## src/include/gx_pkg.sv

```systemverilog
package gx_pkg;

    // APB register map, byte addresses.
    localparam logic [11:0] OFS_STATUS = 12'h000;
    localparam logic [11:0] OFS_CLEAR  = 12'h004;
    localparam logic [11:0] OFS_ENABLE = 12'h008;
    localparam logic [11:0] OFS_PINS   = 12'h00C;
    localparam logic [11:0] OFS_OUTCFG = 12'h010;
    localparam logic [11:0] OFS_POLADR = 12'h014;

    // Status, clear and enable bit positions.
    localparam int EV_ALERT = 0;
    localparam int EV_WRITE = 1;
    localparam int EV_READ  = 2;
    localparam int EV_W     = 3;

    // Serial register pointer codes, pairs share pointer bits 2:1.
    localparam logic [1:0] PAIR_IN  = 2'h0;
    localparam logic [1:0] PAIR_OUT = 2'h1;
    localparam logic [1:0] PAIR_POL = 2'h2;
    localparam logic [1:0] PAIR_CFG = 2'h3;

    // Reset values.
    localparam logic [15:0] OUT_RST = 16'hFFFF;
    localparam logic [15:0] POL_RST = 16'h0000;
    localparam logic [15:0] CFG_RST = 16'hFFFF;
    localparam logic [3:0]  UPPER_ADDR_DEF = 4'h4;

    // Spike filter on the serial lines.
    localparam int CLK_NS   = 20;
    localparam int SPIKE_NS = 50;
    localparam int FILT_CYC = (SPIKE_NS + CLK_NS - 1) / CLK_NS;
    localparam logic [1:0] PRIME_DONE = 2'h3;

    typedef enum logic [2:0] {
        GX_IDLE  = 3'b000,
        GX_ADDR  = 3'b001,
        GX_CMD   = 3'b010,
        GX_WDATA = 3'b011,
        GX_ACK   = 3'b100,
        GX_RDATA = 3'b101,
        GX_RACK  = 3'b110
    } gx_state_t;

    typedef struct packed {
        logic [1:0]      scl_s;
        logic [1:0]      sda_s;
        logic [15:0]     pin_s0;
        logic [15:0]     pin_s1;
        logic [2:0]      as0;
        logic [2:0]      as1;
        logic            scl_f;
        logic            sda_f;
        logic            scl_p;
        logic            sda_p;
        logic [1:0]      fc_scl;
        logic [1:0]      fc_sda;
        gx_state_t       st;
        gx_state_t       nxt;
        logic [3:0]      cnt;
        logic [7:0]      sh;
        logic            ack;
        logic [2:0]      ptr;
        logic            sda_oe;
        logic [15:0]     outr;
        logic [15:0]     pol;
        logic [15:0]     cfg;
        logic [15:0]     inr;
        logic [1:0]      prime;
        logic            alert;
        logic [EV_W-1:0] sts;
        logic [EV_W-1:0] ien;
        logic [31:0]     prdata;
    } gx_st_t;

    localparam gx_st_t GX_ST_RST = '{
        scl_s: 2'h3, sda_s: 2'h3, scl_f: 1'b1, sda_f: 1'b1,
        scl_p: 1'b1, sda_p: 1'b1, st: GX_IDLE, nxt: GX_IDLE,
        outr: OUT_RST, pol: POL_RST, cfg: CFG_RST, default: '0};

endpackage

```

## src/logic/gx_expander.sv

```systemverilog
// Chosen here: the APB slave port and the placing of the registers.
`timescale 1ns/1ns

module gx_expander
    import gx_pkg::*;
#(
    parameter logic [3:0] UPPER_ADDR = UPPER_ADDR_DEF
) (
    // Clock and reset.
    input  wire logic        pclk,
    input  wire logic        presetn,
    // APB register port.
    input  wire logic [11:0] paddr,
    input  wire logic        psel,
    input  wire logic        penable,
    input  wire logic        pwrite,
    input  wire logic [31:0] pwdata,
    output logic      [31:0] prdata,
    output logic             pready,
    output logic             pslverr,
    output logic             irq,
    // Serial bus, open drain data line.
    input  wire logic        scl_i,
    input  wire logic        sda_i,
    output logic             sda_o,
    output logic             sda_oe,
    // Address select straps.
    input  wire logic        addr_select_0,
    input  wire logic        addr_select_1,
    input  wire logic        addr_select_2,
    // Port pins.
    input  wire logic [7:0]  port_lo_pin_i,
    output logic      [7:0]  port_lo_pin_o,
    output logic      [7:0]  port_lo_pin_oe,
    input  wire logic [7:0]  port_hi_pin_i,
    output logic      [7:0]  port_hi_pin_o,
    output logic      [7:0]  port_hi_pin_oe,
    // Open drain change alert, active low.
    output logic             alert_n_o,
    output logic             alert_n_oe
);

    gx_st_t q;
    gx_st_t d;

    // The filtered level only follows after FILT_CYC stable samples.
    function automatic logic [2:0] filt(input logic s, input logic f,
                                        input logic [1:0] c);
        logic [1:0] n;
        n = c + 2'h1;
        if (s == f) begin
            filt = {f, 2'h0};
        end else if (n == 2'(FILT_CYC)) begin
            filt = {s, 2'h0};
        end else begin
            filt = {f, n};
        end
    endfunction

    logic            rise;
    logic            fall;
    logic            start;
    logic            stop;
    logic            ld;
    logic [15:0]     pins;
    logic [15:0]     m;
    logic [15:0]     rv16;
    logic [6:0]      dev_addr;
    logic            mism;
    logic [EV_W-1:0] ev;
    logic [EV_W-1:0] clr;

    always_comb begin
        d     = q;
        ld    = 1'b0;
        ev    = '0;
        clr   = '0;
        rv16  = 16'h0000;
        pins  = q.pin_s1;
        m     = q.ptr[0] ? 16'hFF00 : 16'h00FF;

        // Two-stage synchronisers on the serial lines, the port pins and the address straps.
        d.scl_s  = {q.scl_s[0], scl_i};
        d.sda_s  = {q.sda_s[0], sda_i};
        d.pin_s0 = {port_hi_pin_i, port_lo_pin_i};
        d.pin_s1 = q.pin_s0;
        d.as0    = {addr_select_2, addr_select_1, addr_select_0};
        d.as1    = q.as0;

        {d.scl_f, d.fc_scl} = filt(q.scl_s[1], q.scl_f, q.fc_scl);
        {d.sda_f, d.fc_sda} = filt(q.sda_s[1], q.sda_f, q.fc_sda);
        d.scl_p = q.scl_f;
        d.sda_p = q.sda_f;

        rise  = q.scl_f & ~q.scl_p;
        fall  = ~q.scl_f & q.scl_p;
        start = q.scl_f & q.scl_p & q.sda_p & ~q.sda_f;
        stop  = q.scl_f & q.scl_p & ~q.sda_p & q.sda_f;

        dev_addr = {UPPER_ADDR, q.as1};

        case (q.ptr[2:1])
            PAIR_IN:  rv16 = pins ^ q.pol;
            PAIR_OUT: rv16 = q.outr;
            PAIR_POL: rv16 = q.pol;
            default:  rv16 = q.cfg;
        endcase

        case (q.st)
            GX_ADDR, GX_CMD, GX_WDATA: begin
                if (rise) begin
                    d.sh  = {q.sh[6:0], q.sda_f};
                    d.cnt = q.cnt + 4'h1;
                end
                if (fall && q.cnt == 4'h8) begin
                    d.cnt = 4'h0;
                    d.st  = GX_ACK;
                    d.sda_oe = 1'b1;
                    case (q.st)
                        GX_ADDR: begin
                            d.nxt = q.sh[0] ? GX_RDATA : GX_CMD;
                            if (q.sh[7:1] != dev_addr) begin
                                d.st     = GX_IDLE;
                                d.sda_oe = 1'b0;
                            end
                        end
                        GX_CMD: begin
                            d.ptr = q.sh[2:0];
                            d.nxt = GX_WDATA;
                        end
                        default: begin
                            case (q.ptr[2:1])
                                PAIR_OUT: d.outr =
                                    (q.outr & ~m) | ({2{q.sh}} & m);
                                PAIR_POL: d.pol =
                                    (q.pol & ~m) | ({2{q.sh}} & m);
                                PAIR_CFG: d.cfg =
                                    (q.cfg & ~m) | ({2{q.sh}} & m);
                                default: ;
                            endcase
                            d.ptr[0] = ~q.ptr[0];
                            d.nxt    = GX_WDATA;
                            ev[EV_WRITE] = 1'b1;
                        end
                    endcase
                end
            end
            GX_ACK: begin
                if (fall) begin
                    d.sda_oe = 1'b0;
                    d.cnt    = 4'h0;
                    d.st     = q.nxt;
                    ld       = (q.nxt == GX_RDATA);
                end
            end
            GX_RDATA: begin
                if (rise) begin
                    d.cnt = q.cnt + 4'h1;
                end
                if (fall) begin
                    if (q.cnt == 4'h8) begin
                        d.sda_oe = 1'b0;
                        d.cnt    = 4'h0;
                        d.st     = GX_RACK;
                    end else begin
                        d.sh     = {q.sh[6:0], 1'b0};
                        d.sda_oe = ~q.sh[6];
                    end
                end
            end
            GX_RACK: begin
                if (rise) begin
                    d.ack = ~q.sda_f;
                end
                if (fall) begin
                    d.st = q.ack ? GX_RDATA : GX_IDLE;
                    ld   = q.ack;
                end
            end
            default: ;
        endcase

        if (ld) begin
            d.sh     = q.ptr[0] ? rv16[15:8] : rv16[7:0];
            d.sda_oe = q.ptr[0] ? ~rv16[15] : ~rv16[7];
            d.ptr[0] = ~q.ptr[0];
            if (q.ptr[2:1] == PAIR_IN) begin
                d.inr = (q.inr & ~m) | (pins & m);
                ev[EV_READ] = 1'b1;
            end
        end

        if (start) begin
            d.st     = GX_ADDR;
            d.cnt    = 4'h0;
            d.sda_oe = 1'b0;
        end else if (stop) begin
            d.st     = GX_IDLE;
            d.sda_oe = 1'b0;
        end

        // The latch is primed from the pins so reset raises no alert.
        if (q.prime != PRIME_DONE) begin
            d.prime = q.prime + 2'h1;
            d.inr   = pins;
        end

        mism    = (q.prime == PRIME_DONE) && (pins != q.inr);
        d.alert = mism;
        ev[EV_ALERT] = mism & ~q.alert;

        // APB access: read data is captured in the setup cycle.
        if (psel && !penable && !pwrite) begin
            if (paddr == OFS_STATUS) begin
                d.prdata = {29'h0, q.sts};
            end else if (paddr == OFS_ENABLE) begin
                d.prdata = {29'h0, q.ien};
            end else if (paddr == OFS_PINS) begin
                d.prdata = {q.inr, pins};
            end else if (paddr == OFS_OUTCFG) begin
                d.prdata = {q.cfg, q.outr};
            end else if (paddr == OFS_POLADR) begin
                d.prdata = {5'h0, q.ptr, 1'b0, dev_addr, q.pol};
            end else begin
                d.prdata = 32'h0;
            end
        end
        if (psel && penable && pwrite) begin
            if (paddr == OFS_CLEAR) begin
                clr = pwdata[EV_W-1:0];
            end else if (paddr == OFS_ENABLE) begin
                d.ien = pwdata[EV_W-1:0];
            end
        end
        // A new event wins over a clear in the same cycle.
        d.sts = (q.sts & ~clr) | ev;
    end

    always_ff @(posedge pclk or negedge presetn) begin
        if (!presetn) begin
            q <= GX_ST_RST;
        end else begin
            q <= d;
        end
    end

    assign pready  = 1'b1;
    assign pslverr = psel && penable &&
                     !(paddr == OFS_STATUS || paddr == OFS_CLEAR ||
                       paddr == OFS_ENABLE || paddr == OFS_PINS ||
                       paddr == OFS_OUTCFG || paddr == OFS_POLADR);
    assign prdata  = q.prdata;
    assign irq     = |(q.sts & q.ien);

    assign sda_o  = 1'b0;
    assign sda_oe = q.sda_oe;

    assign port_lo_pin_o = q.outr[7:0];
    assign port_hi_pin_o = q.outr[15:8];
    // enables come straight from reset flops
    assign port_lo_pin_oe = ~q.cfg[7:0];
    assign port_hi_pin_oe = ~q.cfg[15:8];

    assign alert_n_o  = 1'b0;
    assign alert_n_oe = q.alert;

endmodule

```

## config.mk

```make
export PLATFORM = sky130hd
export DESIGN_NAME = gx_expander
export DESIGN_NICKNAME = d
export VERILOG_FILES = /design/src/include/gx_pkg.sv /design/src/logic/gx_expander.sv
export SDC_FILE = /design/constraint.sdc
export NUM_CORES = 1
export LEC_CHECK = 0
export BUFFER_PORTS_ARGS = -buffer_cell sky130_fd_sc_hd__buf_2
export CAP_MARGIN = 30
export CORE_UTILIZATION = 45
export DETAILED_ROUTE_END_ITERATION = 7
export PLACE_DENSITY = 0.63
export RECOVER_POWER = 100
export SYNTH_ARGS = -nofsm -noshare
export SYNTH_HDL_FRONTEND = slang
export SYNTH_SLANG_ARGS = --single-unit
```

## constraint.sdc

```tcl
create_clock -name pclk -period 4.05 [get_ports pclk]
set_input_delay 0.6075 -clock pclk [delete_from_list [all_inputs] [get_ports pclk]]
set_output_delay 0.6075 -clock pclk [all_outputs]
set_load 0.01 [all_outputs]
```

Word-level counts from Yosys, hierarchy flattened
Index checks and enable logic that the tools add are counted.

Word-level logic and storage cells: 218. Output and inout port bits: 71. Bits in registers: 178. Bits of input ports: 70.

Add/sub/neg operators: 4. Bitwise logic cells: 39. Equality and inequality tests: 38. Mux-type cells: 65. Reductions and logical operators: 43.

Operators by type and width (count): 32-bit two-way mux (4); 16-bit bitwise AND (6); 16-bit two-way mux (6); 16-bit bitwise OR (4); 50-bit two-way mux (1); 48-bit two-way mux (1); 16-bit one-hot mux with 3 select lines (1); 3-bit two-way mux (13); 27-bit two-way mux (1); 12-bit by 4-bit == test with 1-bit output, second input constant (2); 12-bit by 5-bit == test with 1-bit output, second input constant (2); 12-bit two-way mux (2); 8-bit two-way mux (3); 4-bit != test, second input constant (6); 4-bit AND reduction (5); 18-bit two-way mux (1); 1-bit two-way mux (16); 4-bit two-way mux (4); 16-bit != test (1); 16-bit NOT (1); 8-bit NOT (2); 8-bit one-hot mux with 2 select lines (1); 16-bit bitwise XOR (1); 5-bit != test, second input constant (3); 38 further kinds (102).

Depth between registers and ports, before layout
Word-level depth: 11. Mapped depth: 9. Depth with buffers taken out: 7.

Worst setup path after synthesis
No wires, ideal clock.

Path type: input port to output port. Start point: in paddr[3]. End point: out pslverr. Data required time: 3442 ps. Stages: 4. Arrival time: 1449 ps. Path slack: 1993 ps. Buffers on the path: 2. Cell sequence: clkbuf_1 -> clkbuf_1 -> nand2_1 -> a21oi_1.

Cells in the longest elaborated chain, start to end: 8. Elaborated cells on any way between the ends: 13. Those cells by class: 5 x eq/ne; 8 x reduce/logical.

Ends and longest elaborated chain: start, declared (line gx_expander.sv:13) `input wire logic [11:0] paddr,`; 12-bit by 3-bit == test with 1-bit output / 12-bit zero test (equally long branches) (line gx_expander.sv:249) `!(paddr == OFS_STATUS || paddr == OFS_CLEAR ||`; 1-bit logical OR (2 in a row) (line gx_expander.sv:249); 1-bit logical OR (2 in a row) (line gx_expander.sv:250) `paddr == OFS_ENABLE || paddr == OFS_PINS ||`; 1-bit logical OR * (line gx_expander.sv:251) `paddr == OFS_OUTCFG || paddr == OFS_POLADR);`; 1-bit zero test * (line gx_expander.sv:249); 1-bit logical AND * (line gx_expander.sv:248) `assign pslverr = psel && penable &&`; end, declared (line gx_expander.sv:20) `output logic pslverr,`.

Every way passes the cells marked *; elsewhere a longest branch is shown, timed or not.

==> metrics <==
mapped cell area 9070 sq um; asr flop ratio synth 100%; CTS root buf clkbuf_16; total setup buffers inserted after CTS 0; met2 WL 10.7 mm; Worst Path Buf+Inv 0; hpwl dp 15.5 mm; max layer used met4; Leak 4.23 nW; hold buffer count at cts 0; Synth Flop Type dfrtp_1; Final TNS setup 0 ps; CP endpoint kind flip-flop; clock tree sinks 178; R2R depth 5; crit path cell chain nor2b_1 -> o211ai_1 -> or3_1 -> o21ai_1 -> mux2_2; post-route ant nets 0; crit-path max FO 12; Yosys warning total 0; WL met1 10.4 mm; Slowest-stage cell, CP o21ai_1; cts bufs inserted 17; Synth Register Bits 178; largest net degree at the start of global routing 93; CP top delay family compound AO/OA/AOI/OAI gates; wire length on met3 954 um; Setup Viol. Count Final 0; Die W 144 um; H-Tree Depth 4; die area 20,700 sq um; sequential area share after synthesis 49.7%; share of layout cells above drive strength 1 22.5%; number of I/O port buffers 108; vias in the first global route 5,940; Unique masters post-synth 73; gr usage total 22.9%; WL/cell 19.7 um; violated checks capacitance limit, slew limit; hold path depth 1; final wirelength 22.4 mm; worst slew pin tran 2390 ps; # nets final 933; routed via count 6,304; outcome complete, but fails checks; max incr delay on CP 870 ps; DRC 0; drt pass-1 iters 5; startpoint types flip-flop; first-pass GRT wire length 35.1 mm; n_diodes 0; Syn Inst Count 822; clock buffer depth 2; Core Area 19,600 sq um; Core Rows 51; Slew Limit Headroom -59.2%; DIE HEIGHT 144 um; pwr dens 449 nW/um^2; kind of critical path flip-flop to flip-flop; CTS tree yes; CTS resizes 0; Final Wtd Congestion 0.868; Final Hold Viols 0; Hold Crit Class input pin to flip-flop; Post-synth EDFFs 0; vias per cell 5.54; Peak Freq 298 MHz; area grow syn2layout 9.25%; Syn Area/Cell 11.0 sq um; antenna violations before repair 0; Initial Util 46.3%; CP Data Required Time 4370 ps; worst IR drop on VDD 319 uV; 1st-iter DRT viols 465; RSZ-0062 raised after global routing no; Crit path depth 5; Setup Skew 11.9 ps; total gr overflow 0; Tmin final 3350 ps; max-cap violations 4; total power 0.00445 W; clk_lat worst skew 440 ps; Tcrit/Tclk final 82.8%; max-slew violations 139; arrival time worst endpoint 3680 ps; Clock transition at path regs 80 ps; io pins 141
per-stage QoR:
stage / instances / utilization [%] / hold WS, ps / setup slack (ps) / instance area [sq um]
CTS: 1138 / 51.3 / 253 / 1370 / 10000
global route: 1138 / 50.6 / 248 / 595 / 9910
finish: 1138 / 50.6 / 264 / 695 / 9910
floorplan: 823 / - / 312 / 1990 / 9070
global placement: 1106 / 48.2 / 331 / 1360 / 9440
detailed placement: 1106 / 48.2 / 335 / 1270 / 9440
cell type report:
cell class                      count  area [sq um]
Sequential cell                   178          4500
Timing Repair Buffer              116           579
Multi-Input combinational cell    512          3750
Tap cell                          265           332
Clock buffer                       17           425
Clock inverter                     15           188
Fill cell                        1814          9680
Inverter                           35           131
power by group:
group / switching (W) / leakage [nW] / total (W) / internal [W]
sequential: 0.000227 / 2.18 / 0.00215 / 0.00192
clock: 0.000808 / 0.297 / 0.00170 / 0.000891
combinational: 0.000334 / 1.75 / 0.000603 / 0.000270
logic make-up (layout without fill, tap and decap cells):
| logic type | count (synthesis) | count (layout) | share of synthesized area [%] |
|---|---|---|---|
| buffers and inverters | 133 | 183 | 8.04 |
| AO/OA/AOI/OAI | 177 | 177 | 13.1 |
| AND/OR/NAND/NOR | 192 | 192 | 11.8 |
| other | 2 | 3 | 0.0828 |
| adder cells (fa/ha/maj) | 3 | 3 | 0.414 |
| XOR/XNOR | 39 | 39 | 3.77 |
| multiplexers | 98 | 98 | 13.1 |
| flip-flops | 178 | 178 | 49.7 |
placed cells by master, fill, tap and decap left out, types with 34 or more instances in the layout:
master    Yosys  final
inv_1        35     35
nand2_1      36     38
nor2_1       38     39
buf_2         7     70
dfrtp_1     138    138
mux2_2       64     64
a21oi_1      66     66
xnor2_1      36     36
dfstp_1       0     34
clkbuf_1     32     37
routing by layer:
layer	vias to the layer above	track usage, %
met4	0	7.45
met1	3177	32.2
met3	32	4.43
li1	2916	-
met2	179	35.5
met5	-	0
final timing paths:
path,start,to,slack (ps)
min,port_lo_pin_i[7],d[149],260
max reg2reg,q[125],flip-flop,700
min in group asynchronous,presetn,q[131],860
max in group asynchronous,presetn,q[121],1750
min reg2reg,d[157],pins[15],350
max,q[125],flip-flop,700
synthesized netlist by cell type (18+ instances only):
cell	count	area, sq um
o31ai_1	23	173
inv_1	35	131
a21oi_1	66	330
dfrtp_1	138	3450
mux2i_1	19	190
buf_4	55	413
clkbuf_1	32	120
nand2_1	36	135
dfstp_2	40	1050
nand2b_1	26	163
xnor2_1	36	315
o21ai_0	18	90.1
nor2_1	38	143
mux2_2	64	721
nor2b_1	26	163
No activity file was read; power rests on OpenSTA's default activity.
